[src/rtl/rsie_pkg.sv]
package rsie_pkg;

  // register addresses on the internal register port
  localparam logic [5:0] ADDR_SERDES_CTL  = 6'h06;
  localparam logic [5:0] ADDR_RX_INT_EN   = 6'h07;
  localparam logic [5:0] ADDR_RX_INT_STAT = 6'h08;
  localparam logic [5:0] ADDR_RX_DATA_A   = 6'h09;
  localparam logic [5:0] ADDR_RX_DATA_B   = 6'h0B;

  // reset values
  localparam logic [7:0] INT_EN_RST     = 8'h00;
  localparam logic [2:0] EOF_LEN_RST    = 3'h3;
  localparam logic [7:0] RDATA_RST      = 8'h00;

  // end-of-frame length field in the serializer control register
  localparam int         EOF_LEN_LSB    = 0;
  localparam int         EOF_LEN_W      = 3;

  // each channel owns one nibble of the enable and status registers
  localparam int         NUM_CH         = 2;
  localparam int         CH_STRIDE      = 4;
  localparam int         BIT_FULL       = 0;
  localparam int         BIT_EOF        = 1;
  localparam int         BIT_OVER       = 2;
  localparam int         BIT_UNDER      = 3;
  localparam int         BIT_FLOW       = 2;
  localparam int         BIT_VALID      = 3;

  // receive byte assembly
  localparam int         BYTE_BITS      = 8;
  localparam int         CNT_W          = 4;

  // one bit time from the correlator of a channel
  typedef struct packed {
    logic tick;
    logic valid;
    logic data;
  } rsie_bit_t;

  // one-cycle event pulses from a channel
  typedef struct packed {
    logic full;
    logic eof;
    logic overflow;
    logic underflow;
  } rsie_ev_t;

endpackage

[src/rtl/rsie_rx_chan.sv]
`timescale 1ns/1ps
module rsie_rx_chan #(
  parameter int BYTE_BITS = rsie_pkg::BYTE_BITS,
  parameter int EOF_LEN_W = rsie_pkg::EOF_LEN_W
) (
  input  wire logic                  sys_clk,
  input  wire logic                  rst,
  input  wire logic                  ce,
  input  wire rsie_pkg::rsie_bit_t   rx,
  input  wire logic [EOF_LEN_W-1:0]  eof_len,
  input  wire logic                  data_rd,
  output rsie_pkg::rsie_ev_t         ev,
  output logic [BYTE_BITS-1:0]       data_q,
  output logic                       all_valid,
  output logic                       hold
);

  logic [rsie_pkg::CNT_W-1:0] bit_cnt;
  logic                       started;
  logic [EOF_LEN_W:0]         gap_cnt;
  logic [BYTE_BITS-1:0]       shift;

  wire logic                       tick_valid   = ce & rx.tick & rx.valid;
  wire logic                       tick_gap     = ce & rx.tick & ~rx.valid & started;
  wire logic [EOF_LEN_W:0]         gap_next     = gap_cnt + (EOF_LEN_W+1)'(1);
  // gap must exceed the length, so a length of zero ends on the first gap bit
  wire logic                       eof_hit      = tick_gap & (gap_next > {1'b0, eof_len}); // RL11 RL12
  wire logic                       byte_done    = tick_valid &
                                                  (bit_cnt == rsie_pkg::CNT_W'(BYTE_BITS - 1));
  wire logic                       partial_load = eof_hit & (bit_cnt != '0);
  wire logic                       load         = byte_done | partial_load; // RL15
  wire logic [BYTE_BITS-1:0]       shift_in     = {shift[BYTE_BITS-2:0], rx.data};
  wire logic [BYTE_BITS-1:0]       load_byte    = byte_done ? shift_in : shift;

  wire logic                       next_hold    = load | (hold & ~data_rd);

  assign ev.full      = load;
  assign ev.eof       = eof_hit;
  // a read in the same cycle as the load has taken the old byte in time
  assign ev.overflow  = load & hold & ~data_rd; // RL10
  assign ev.underflow = data_rd & ~hold; // RL9

  always_ff @(posedge sys_clk or posedge rst) begin
    if (rst) begin
      bit_cnt <= '0;
      started <= 1'b0;
      gap_cnt <= '0;
      shift   <= '0;
    end else if (tick_valid) begin
      bit_cnt <= byte_done ? '0 : bit_cnt + rsie_pkg::CNT_W'(1);
      started <= 1'b1;
      gap_cnt <= '0;
      // empty shifter after a byte keeps a short frame right-justified
      shift   <= byte_done ? '0 : shift_in;
    end else if (eof_hit) begin
      bit_cnt <= '0;
      started <= 1'b0;
      gap_cnt <= '0;
      shift   <= '0;
    end else if (tick_gap) begin
      gap_cnt <= gap_next;
    end
  end

  always_ff @(posedge sys_clk or posedge rst) begin
    if (rst) begin
      data_q    <= '0;
      all_valid <= 1'b0;
    end else if (load) begin
      data_q    <= load_byte;
      all_valid <= byte_done;
    end
  end

  always_ff @(posedge sys_clk or posedge rst) begin
    if (rst) begin
      hold <= 1'b0;
    end else if (ce) begin
      hold <= next_hold;
    end
  end

endmodule

[src/rtl/rsie_top.sv]
`timescale 1ns/1ps
// Function
// RL1: bit 7 enables channel B underflow interrupt
// RL2: bit 6 enables channel B overflow interrupt
// RL3: bit 5 enables channel B end-of-frame interrupt
// RL4: bit 4 enables channel B full interrupt
// RL5: bit 3 enables channel A underflow interrupt
// RL6: bit 2 enables channel A overflow interrupt
// RL7: bit 1 enables channel A end-of-frame interrupt
// RL8: bit 0 enables channel A full interrupt
// RL9: reading empty data register flags underflow
// RL10: loading unread data register flags overflow
// RL11: end-of-frame after valid bit, gap exceeds length
// RL12: length zero ends on first invalid bit
// RL13: end-of-frame interrupt while pending and enabled
// RL14: status read clears pending end-of-frame
// RL15: full on byte or end-of-frame partial load
// RL16: end-of-frame length is three control bits
// RL17: status readable whatever the enables
// RL18: interrupt is OR of enabled pending bits
// RL19: all enable bits zero after reset
module rsie_top #(
  parameter int BYTE_BITS = rsie_pkg::BYTE_BITS,
  parameter int EOF_LEN_W = rsie_pkg::EOF_LEN_W
) (
  input  wire logic                                    sys_clk,
  input  wire logic                                    rst,
  input  wire logic                                    ce,
  input  wire logic [5:0]                              reg_addr,
  input  wire logic                                    reg_wr,
  input  wire logic                                    reg_rd,
  input  wire logic [7:0]                              reg_wdata,
  output logic [7:0]                                   reg_rdata,
  input  wire rsie_pkg::rsie_bit_t [rsie_pkg::NUM_CH-1:0] rx_bit,
  output logic                                         rx_irq
);

  localparam int NCH = rsie_pkg::NUM_CH;
  localparam int STR = rsie_pkg::CH_STRIDE;

  logic [7:0]            int_en;
  logic [EOF_LEN_W-1:0]  eof_len;
  logic [NCH-1:0]        pend_full;
  logic [NCH-1:0]        pend_eof;
  logic [NCH-1:0]        pend_over;
  logic [NCH-1:0]        pend_under;

  // register port decode
  wire logic             sel_ctl      = (reg_addr == rsie_pkg::ADDR_SERDES_CTL);
  wire logic             sel_en       = (reg_addr == rsie_pkg::ADDR_RX_INT_EN);
  wire logic             sel_stat     = (reg_addr == rsie_pkg::ADDR_RX_INT_STAT);
  wire logic             sel_data_a   = (reg_addr == rsie_pkg::ADDR_RX_DATA_A);
  wire logic             sel_data_b   = (reg_addr == rsie_pkg::ADDR_RX_DATA_B);
  wire logic             wr_en        = ce & reg_wr & sel_en;
  wire logic             wr_ctl       = ce & reg_wr & sel_ctl;
  wire logic             stat_rd      = ce & reg_rd & sel_stat;
  wire logic             rd_take      = ce & reg_rd;

  wire logic [NCH-1:0]   data_rd;
  rsie_pkg::rsie_ev_t    ev       [NCH];
  logic [BYTE_BITS-1:0]  data_q   [NCH];
  logic [NCH-1:0]        all_valid;
  logic [NCH-1:0]        hold;

  // set wins over clear for every sticky flag
  wire logic [NCH-1:0]   next_pend_full;
  wire logic [NCH-1:0]   next_pend_eof;
  wire logic [NCH-1:0]   next_pend_over;
  wire logic [NCH-1:0]   next_pend_under;

  wire logic [7:0]       stat_word;
  wire logic [7:0]       pend_word;

  assign data_rd[0] = rd_take & sel_data_a;
  assign data_rd[1] = rd_take & sel_data_b;

  generate
    for (genvar ch = 0; ch < NCH; ch++) begin : g_ch
      rsie_rx_chan #(
        .BYTE_BITS (BYTE_BITS),
        .EOF_LEN_W (EOF_LEN_W)
      ) u_chan (
        .sys_clk   (sys_clk),
        .rst       (rst),
        .ce        (ce),
        .rx        (rx_bit[ch]),
        .eof_len   (eof_len),
        .data_rd   (data_rd[ch]),
        .ev        (ev[ch]),
        .data_q    (data_q[ch]),
        .all_valid (all_valid[ch]),
        .hold      (hold[ch])
      );

      assign next_pend_eof[ch]   = ev[ch].eof | (pend_eof[ch] & ~stat_rd); // RL14
      assign next_pend_over[ch]  = ev[ch].overflow | (pend_over[ch] & ~stat_rd);
      assign next_pend_under[ch] = ev[ch].underflow | (pend_under[ch] & ~stat_rd);
      // full stays pending until its byte is taken
      assign next_pend_full[ch]  = ev[ch].full | (pend_full[ch] & ~data_rd[ch]);

      // status is raw: enables play no part here
      assign stat_word[ch*STR + rsie_pkg::BIT_FULL]  = pend_full[ch]; // RL17
      assign stat_word[ch*STR + rsie_pkg::BIT_EOF]   = pend_eof[ch];
      assign stat_word[ch*STR + rsie_pkg::BIT_FLOW]  = pend_over[ch] | pend_under[ch];
      assign stat_word[ch*STR + rsie_pkg::BIT_VALID] = all_valid[ch] & hold[ch];

      // separate over and under pending so each enable gates only its own cause
      assign pend_word[ch*STR + rsie_pkg::BIT_FULL]  = pend_full[ch];
      assign pend_word[ch*STR + rsie_pkg::BIT_EOF]   = pend_eof[ch];
      assign pend_word[ch*STR + rsie_pkg::BIT_OVER]  = pend_over[ch];
      assign pend_word[ch*STR + rsie_pkg::BIT_UNDER] = pend_under[ch];
    end
  endgenerate

  // enable nibble per channel: full, eof, overflow, underflow from low bit up
  wire logic [7:0]       irq_terms = pend_word & int_en; // RL1 RL2 RL3 RL4 RL5 RL6 RL7 RL8 RL13
  assign rx_irq = |irq_terms; // RL18

  wire logic [7:0]       ctl_word  = 8'(eof_len) << rsie_pkg::EOF_LEN_LSB;

  // unmapped addresses read as zero
  wire logic [7:0]       next_rdata =
    sel_ctl    ? ctl_word :
    sel_en     ? int_en :
    sel_stat   ? stat_word :
    sel_data_a ? 8'(data_q[0]) :
    sel_data_b ? 8'(data_q[1]) :
                 rsie_pkg::RDATA_RST;

  always_ff @(posedge sys_clk or posedge rst) begin
    if (rst) begin
      int_en <= rsie_pkg::INT_EN_RST; // RL19
    end else if (wr_en) begin
      int_en <= reg_wdata;
    end
  end

  always_ff @(posedge sys_clk or posedge rst) begin
    if (rst) begin
      eof_len <= rsie_pkg::EOF_LEN_RST;
    end else if (wr_ctl) begin
      eof_len <= reg_wdata[rsie_pkg::EOF_LEN_LSB +: EOF_LEN_W]; // RL16
    end
  end

  always_ff @(posedge sys_clk or posedge rst) begin
    if (rst) begin
      pend_full  <= '0;
      pend_eof   <= '0;
      pend_over  <= '0;
      pend_under <= '0;
    end else if (ce) begin
      pend_full  <= next_pend_full; // RL15
      pend_eof   <= next_pend_eof; // RL11
      pend_over  <= next_pend_over; // RL10
      pend_under <= next_pend_under; // RL9
    end
  end

  // read data is captured from state before the read's own clears
  always_ff @(posedge sys_clk or posedge rst) begin
    if (rst) begin
      reg_rdata <= rsie_pkg::RDATA_RST;
    end else if (rd_take) begin
      reg_rdata <= next_rdata;
    end
  end

endmodule

[config.mk]
export PLATFORM = sky130hd
export DESIGN_NAME = rsie_top
export DESIGN_NICKNAME = d
export VERILOG_FILES = /design/src/rtl/rsie_pkg.sv /design/src/rtl/rsie_rx_chan.sv /design/src/rtl/rsie_top.sv
export SDC_FILE = /design/constraint.sdc
export NUM_CORES = 1
export LEC_CHECK = 0
export BUFFER_PORTS_ARGS = -buffer_cell sky130_fd_sc_hd__buf_2
export CORE_ASPECT_RATIO = 0.75
export CORE_MARGIN = 1.5
export CORE_UTILIZATION = 60
export CTS_BUF_LIST = sky130_fd_sc_hd__clkbuf_8
export DETAILED_ROUTE_END_ITERATION = 7
export GPL_TIMING_DRIVEN = 0
export PLACE_DENSITY = 0.92
export SLEW_MARGIN = 20
export SYNTH_ARGS = -nofsm -noshare
export SYNTH_HDL_FRONTEND = slang
export SYNTH_SLANG_ARGS = --single-unit
[constraint.sdc]
create_clock -name sys_clk -period 7.43 [get_ports sys_clk]
set_clock_uncertainty 0.15 [all_clocks]
set_input_delay 1.486 -clock sys_clk [delete_from_list [all_inputs] [get_ports sys_clk]]
set_output_delay 1.486 -clock sys_clk [all_outputs]
set_load 0.02 [all_outputs]
==> impl_metrics.env <==
export IMPL_status="complete, no violations"
export IMPL_total_switching_power_mw=0.527
export IMPL_fill_cells=469
export IMPL_multi_input_area_um2=1870
export IMPL_io_buffer_count=33
export IMPL_synthArstFlopShare_pct=100
export IMPL_synth_nets=432
export IMPL_period_needed_ns=2.98
export IMPL_hp_class="reg -> reg"
export IMPL_cts_num_sinks=81
export IMPL_fmax_mhz=335
export IMPL_cts_inserted_buffers=9
export IMPL_r2r_slack_ns=4.61
export IMPL_path_max_fanout=9
export IMPL_core_um2=6380
export IMPL_synthMostInstantiatedCell="dfrtp_1"
export IMPL_placed_area_um2=4300
export IMPL_clkPwrFrac_pct=22.9
export IMPL_crit_path_end_kind="flip-flop"
export IMPL_row_count=25
export IMPL_seq_area_frac_synth_pct=50.6
export IMPL_layout_drive_gt1_share_pct=19.3
export IMPL_p_sw_share_pct=36.8
export IMPL_gr_total_overflow=0
export IMPL_path_cells="buf_2, nor2_2, nand3_1, nor3b_4, and3_1, buf_4, mux2_2"
export IMPL_cts_tree="done"
export IMPL_synth_cell_types=51
export IMPL_top_usage_layer="met2"
export IMPL_fin_crit_sh_pct=40.1
export IMPL_synth_flop_cell="dfrtp_1"
export IMPL_cap_violations=0
export IMPL_finalHoldViolations=0
export IMPL_instances_no_fill=526
export IMPL_wl_um=9350
export IMPL_dr_pass1_iters=5
export IMPL_gp_congestion=0.954
export IMPL_antenna_found_initial=0
export IMPL_synth_top_area_share_pct=49.3
export IMPL_drc=0
export IMPL_wl_per_cell_um=17.8
export IMPL_synth_warnings=0
export IMPL_grt_use_met1_pct=38.2
export IMPL_arrival_ns=3.08
export IMPL_grt_usage_pct=27.9
export IMPL_utilization_pct=70.6
export IMPL_use_met2_pct=44.2
export IMPL_cts_resized_gates=0
export IMPL_p_int_mw=0.904
export IMPL_area_delta_synth_final_pct=12.3
export IMPL_regArea_um2=2030
export IMPL_setup_viol=0
export IMPL_layout_nets=477
export IMPL_htree_levels=3
export IMPL_power_mw=1.43
export IMPL_syn_inst=395
export IMPL_irDropWorstVdd_mv=0.200
export IMPL_cp_endpoint="int_en[7]$_DFFE_PP0P_"
export IMPL_vias_per_cell=6.35
export IMPL_die_w_um=97.4
export IMPL_crit_start="reg_addr[5]"
export IMPL_fin_area_um2=4500
export IMPL_clk_latency_ns=0.36
export IMPL_slowest_stage="nor3b_4"
export IMPL_startpoint_type="input port"
export IMPL_place_inst=510
export IMPL_path_class="in -> reg"
export IMPL_yosys_area_top_type="dfrtp_1"
export IMPL_sequentialPowerShare_pct=46.7
export IMPL_synth_edff_count=0
export IMPL_diodes=0
export IMPL_relSlewSlack_pct=55.8
export IMPL_post_cts_setup_buffers=0
export IMPL_cts_hold_repair_buffers=0
export IMPL_r2r_start="g_ch[0].u_chan.gap_cnt[0]$_DFFE_PP0P_"
export IMPL_syn_area_um2=4010
export IMPL_drt_iter0_markers=398
export IMPL_start_util_pct=62.9
export IMPL_worst_endpoint_required_ns=7.53
export IMPL_fp_dieH_um=73.8
export IMPL_grt_pass1_wl_um=15500
export IMPL_pwr_share_comb_pct=30.4
export IMPL_slowest_delay_ns=0.39
export IMPL_drtAntennaViolNets=0
export IMPL_final_setup_tns_ns=0
export IMPL_r2r_cells=8
export IMPL_rsz0062_at_grt="no"
export IMPL_root_buffer="clkbuf_8"
export IMPL_r2r_end="g_ch[0].u_chan.bit_cnt[2]$_DFFE_PP0P_"
export IMPL_use_met3_pct=7.90
export IMPL_avgSynthCellArea_um2=10.2
export IMPL_power_density_nw_per_um2=318
export IMPL_slew_violations=0
export IMPL_grt_pass1_vias=3162
export IMPL_leakagePower_nw=2.09
export IMPL_boundaryPins=34
export IMPL_synth_area_leaders="dfrtp_1 (49%), nand2_1 (6.1%), mux2_2 (4.8%), a22o_1 (3.9%), ha_1 (3.7%)"
export IMPL_worst_pin_slew_ns=0.661
export IMPL_synth_seq_cells=81
export IMPL_dieArea_um2=7190
export IMPL_hpwl_um=6650
export IMPL_cts_path_max_buffers=2
export IMPL_grt_start_max_net_pins=50
export IMPL_vias=3340
export IMPL_ys_top_cells_by_count="dfrtp_1 (79), nand2_1 (65), nand3_1 (24), nor2_1 (24), a22o_1 (18)"
export IMPL_clkTransAtPathRegs_ns=0.08
[per-layer routing]
| metal | part of all wire (%) | vias up |
|---|---|---|
| li1 | - | 1530 |
| met1 | 46 | 1643 |
| met2 | 45 | 148 |
| met3 | 7.3 | 19 |
| met4 | 1.5 | 0 |
| met5 | 0 | - |
[cell families after synthesis]
logic type	Yosys count	share of synthesized area, %
buffers and inverters	27	2.84
multiplexers	19	5.27
XOR/XNOR	6	1.31
adder cells (fa/ha/maj)	12	3.74
AND/OR/NAND/NOR	150	18.0
flip-flops	81	50.6
AO/OA/AOI/OAI	100	18.2
[placed cells by master, fill, tap and decap left out, types with 3 or more instances in the layout]
| cell type | netlist | layout |
|---|---|---|
| o211ai_1 | 15 | 15 |
| a211oi_1 | 6 | 6 |
| nand3_1 | 24 | 24 |
| and3_1 | 10 | 10 |
| mux2_2 | 17 | 17 |
| o31ai_1 | 6 | 6 |
| a21oi_1 | 12 | 12 |
| and2_0 | 3 | 3 |
| and2_1 | 3 | 3 |
| dfrtp_1 | 79 | 79 |
| clkbuf_8 | 0 | 10 |
| a22o_1 | 18 | 18 |
| nor2_1 | 24 | 24 |
| nand2_1 | 65 | 65 |
| a221oi_1 | 4 | 4 |
| o21ai_0 | 10 | 10 |
| a22oi_1 | 6 | 6 |
| xor2_1 | 5 | 5 |
| a21o_1 | 4 | 4 |
| clkbuf_1 | 9 | 9 |
| nand3b_1 | 3 | 3 |
| inv_1 | 10 | 9 |
| ha_1 | 12 | 12 |
| buf_2 | 7 | 40 |
| o21ai_1 | 4 | 4 |
[worst max-delay path: cells and delay by family]
family	cells	cell delay, ns
AND/OR/NAND/NOR	4	0.95
multiplexers	1	0.35
buffers and inverters	2	0.29
[worst min path at each step]
| stage | from | cells after the start | slack (ns) | to |
|---|---|---|---|---|
| after floorplan | g_ch[1].u_chan.all_valid$_DFFE_PP0P_ | 1 | 0.30 | g_ch[1].u_chan.all_valid$_DFFE_PP0P_ |
| after global placement | reg_rdata[6]$_DFFE_PP0P_ | 2 | 0.31 | reg_rdata[6]$_DFFE_PP0P_ |
| after detailed placement | reg_rdata[2]$_DFFE_PP0P_ | 2 | 0.32 | reg_rdata[2]$_DFFE_PP0P_ |
| after CTS | reg_rdata[2]$_DFFE_PP0P_ | 2 | 0.34 | reg_rdata[2]$_DFFE_PP0P_ |
| after global routing | reg_rdata[2]$_DFFE_PP0P_ | 2 | 0.34 | reg_rdata[2]$_DFFE_PP0P_ |
| final | reg_rdata[2]$_DFFE_PP0P_ | 2 | 0.33 | reg_rdata[2]$_DFFE_PP0P_ |
[area by class of cell]
cell class | count | area share, %
clock buffer | 10 | 3.06
inverter | 10 | 0.889
timing repair buffer | 34 | 4.11
multi-input combinational | 287 | 41.5
tap | 81 | 2.25
clock inverter | 6 | 1.47
sequential | 81 | 45.1
buffer | 17 | 1.69
[metrics by stage]
step,hold slack [ns],worst slack [ns]
floorplan,0.300,3.72
global placement,0.307,2.86
detailed placement,0.316,4.08
CTS,0.336,4.46
global route,0.344,4.36
finish,0.331,4.45
[power groups by stage]
stage          clock (mW)  combinational (mW)  sequential [mW]
5_1_grt             0.355               0.489            0.677
6_report            0.328               0.435            0.668
2_1_floorplan           0               0.326            0.635
3_3_place_gp            0               0.396            0.663
4_1_cts             0.333               0.431            0.662
3_5_place_dp            0               0.426            0.669
[flip-flops by register name (all words and copies together), names as in the netlist]
register / cells
g_ch.u_chan.shift: 16
g_ch.u_chan.all_valid: 2
pend_full: 2
pend_under: 2
pend_eof: 2
reg_rdata: 8
pend_over: 2
g_ch.u_chan.gap_cnt: 8
g_ch.u_chan.data_q: 16
eof_len: 3
g_ch.u_chan.started: 2
g_ch.u_chan.bit_cnt: 8
g_ch.u_chan.hold: 2
int_en: 8
Power figures use the tool's default switching activity.
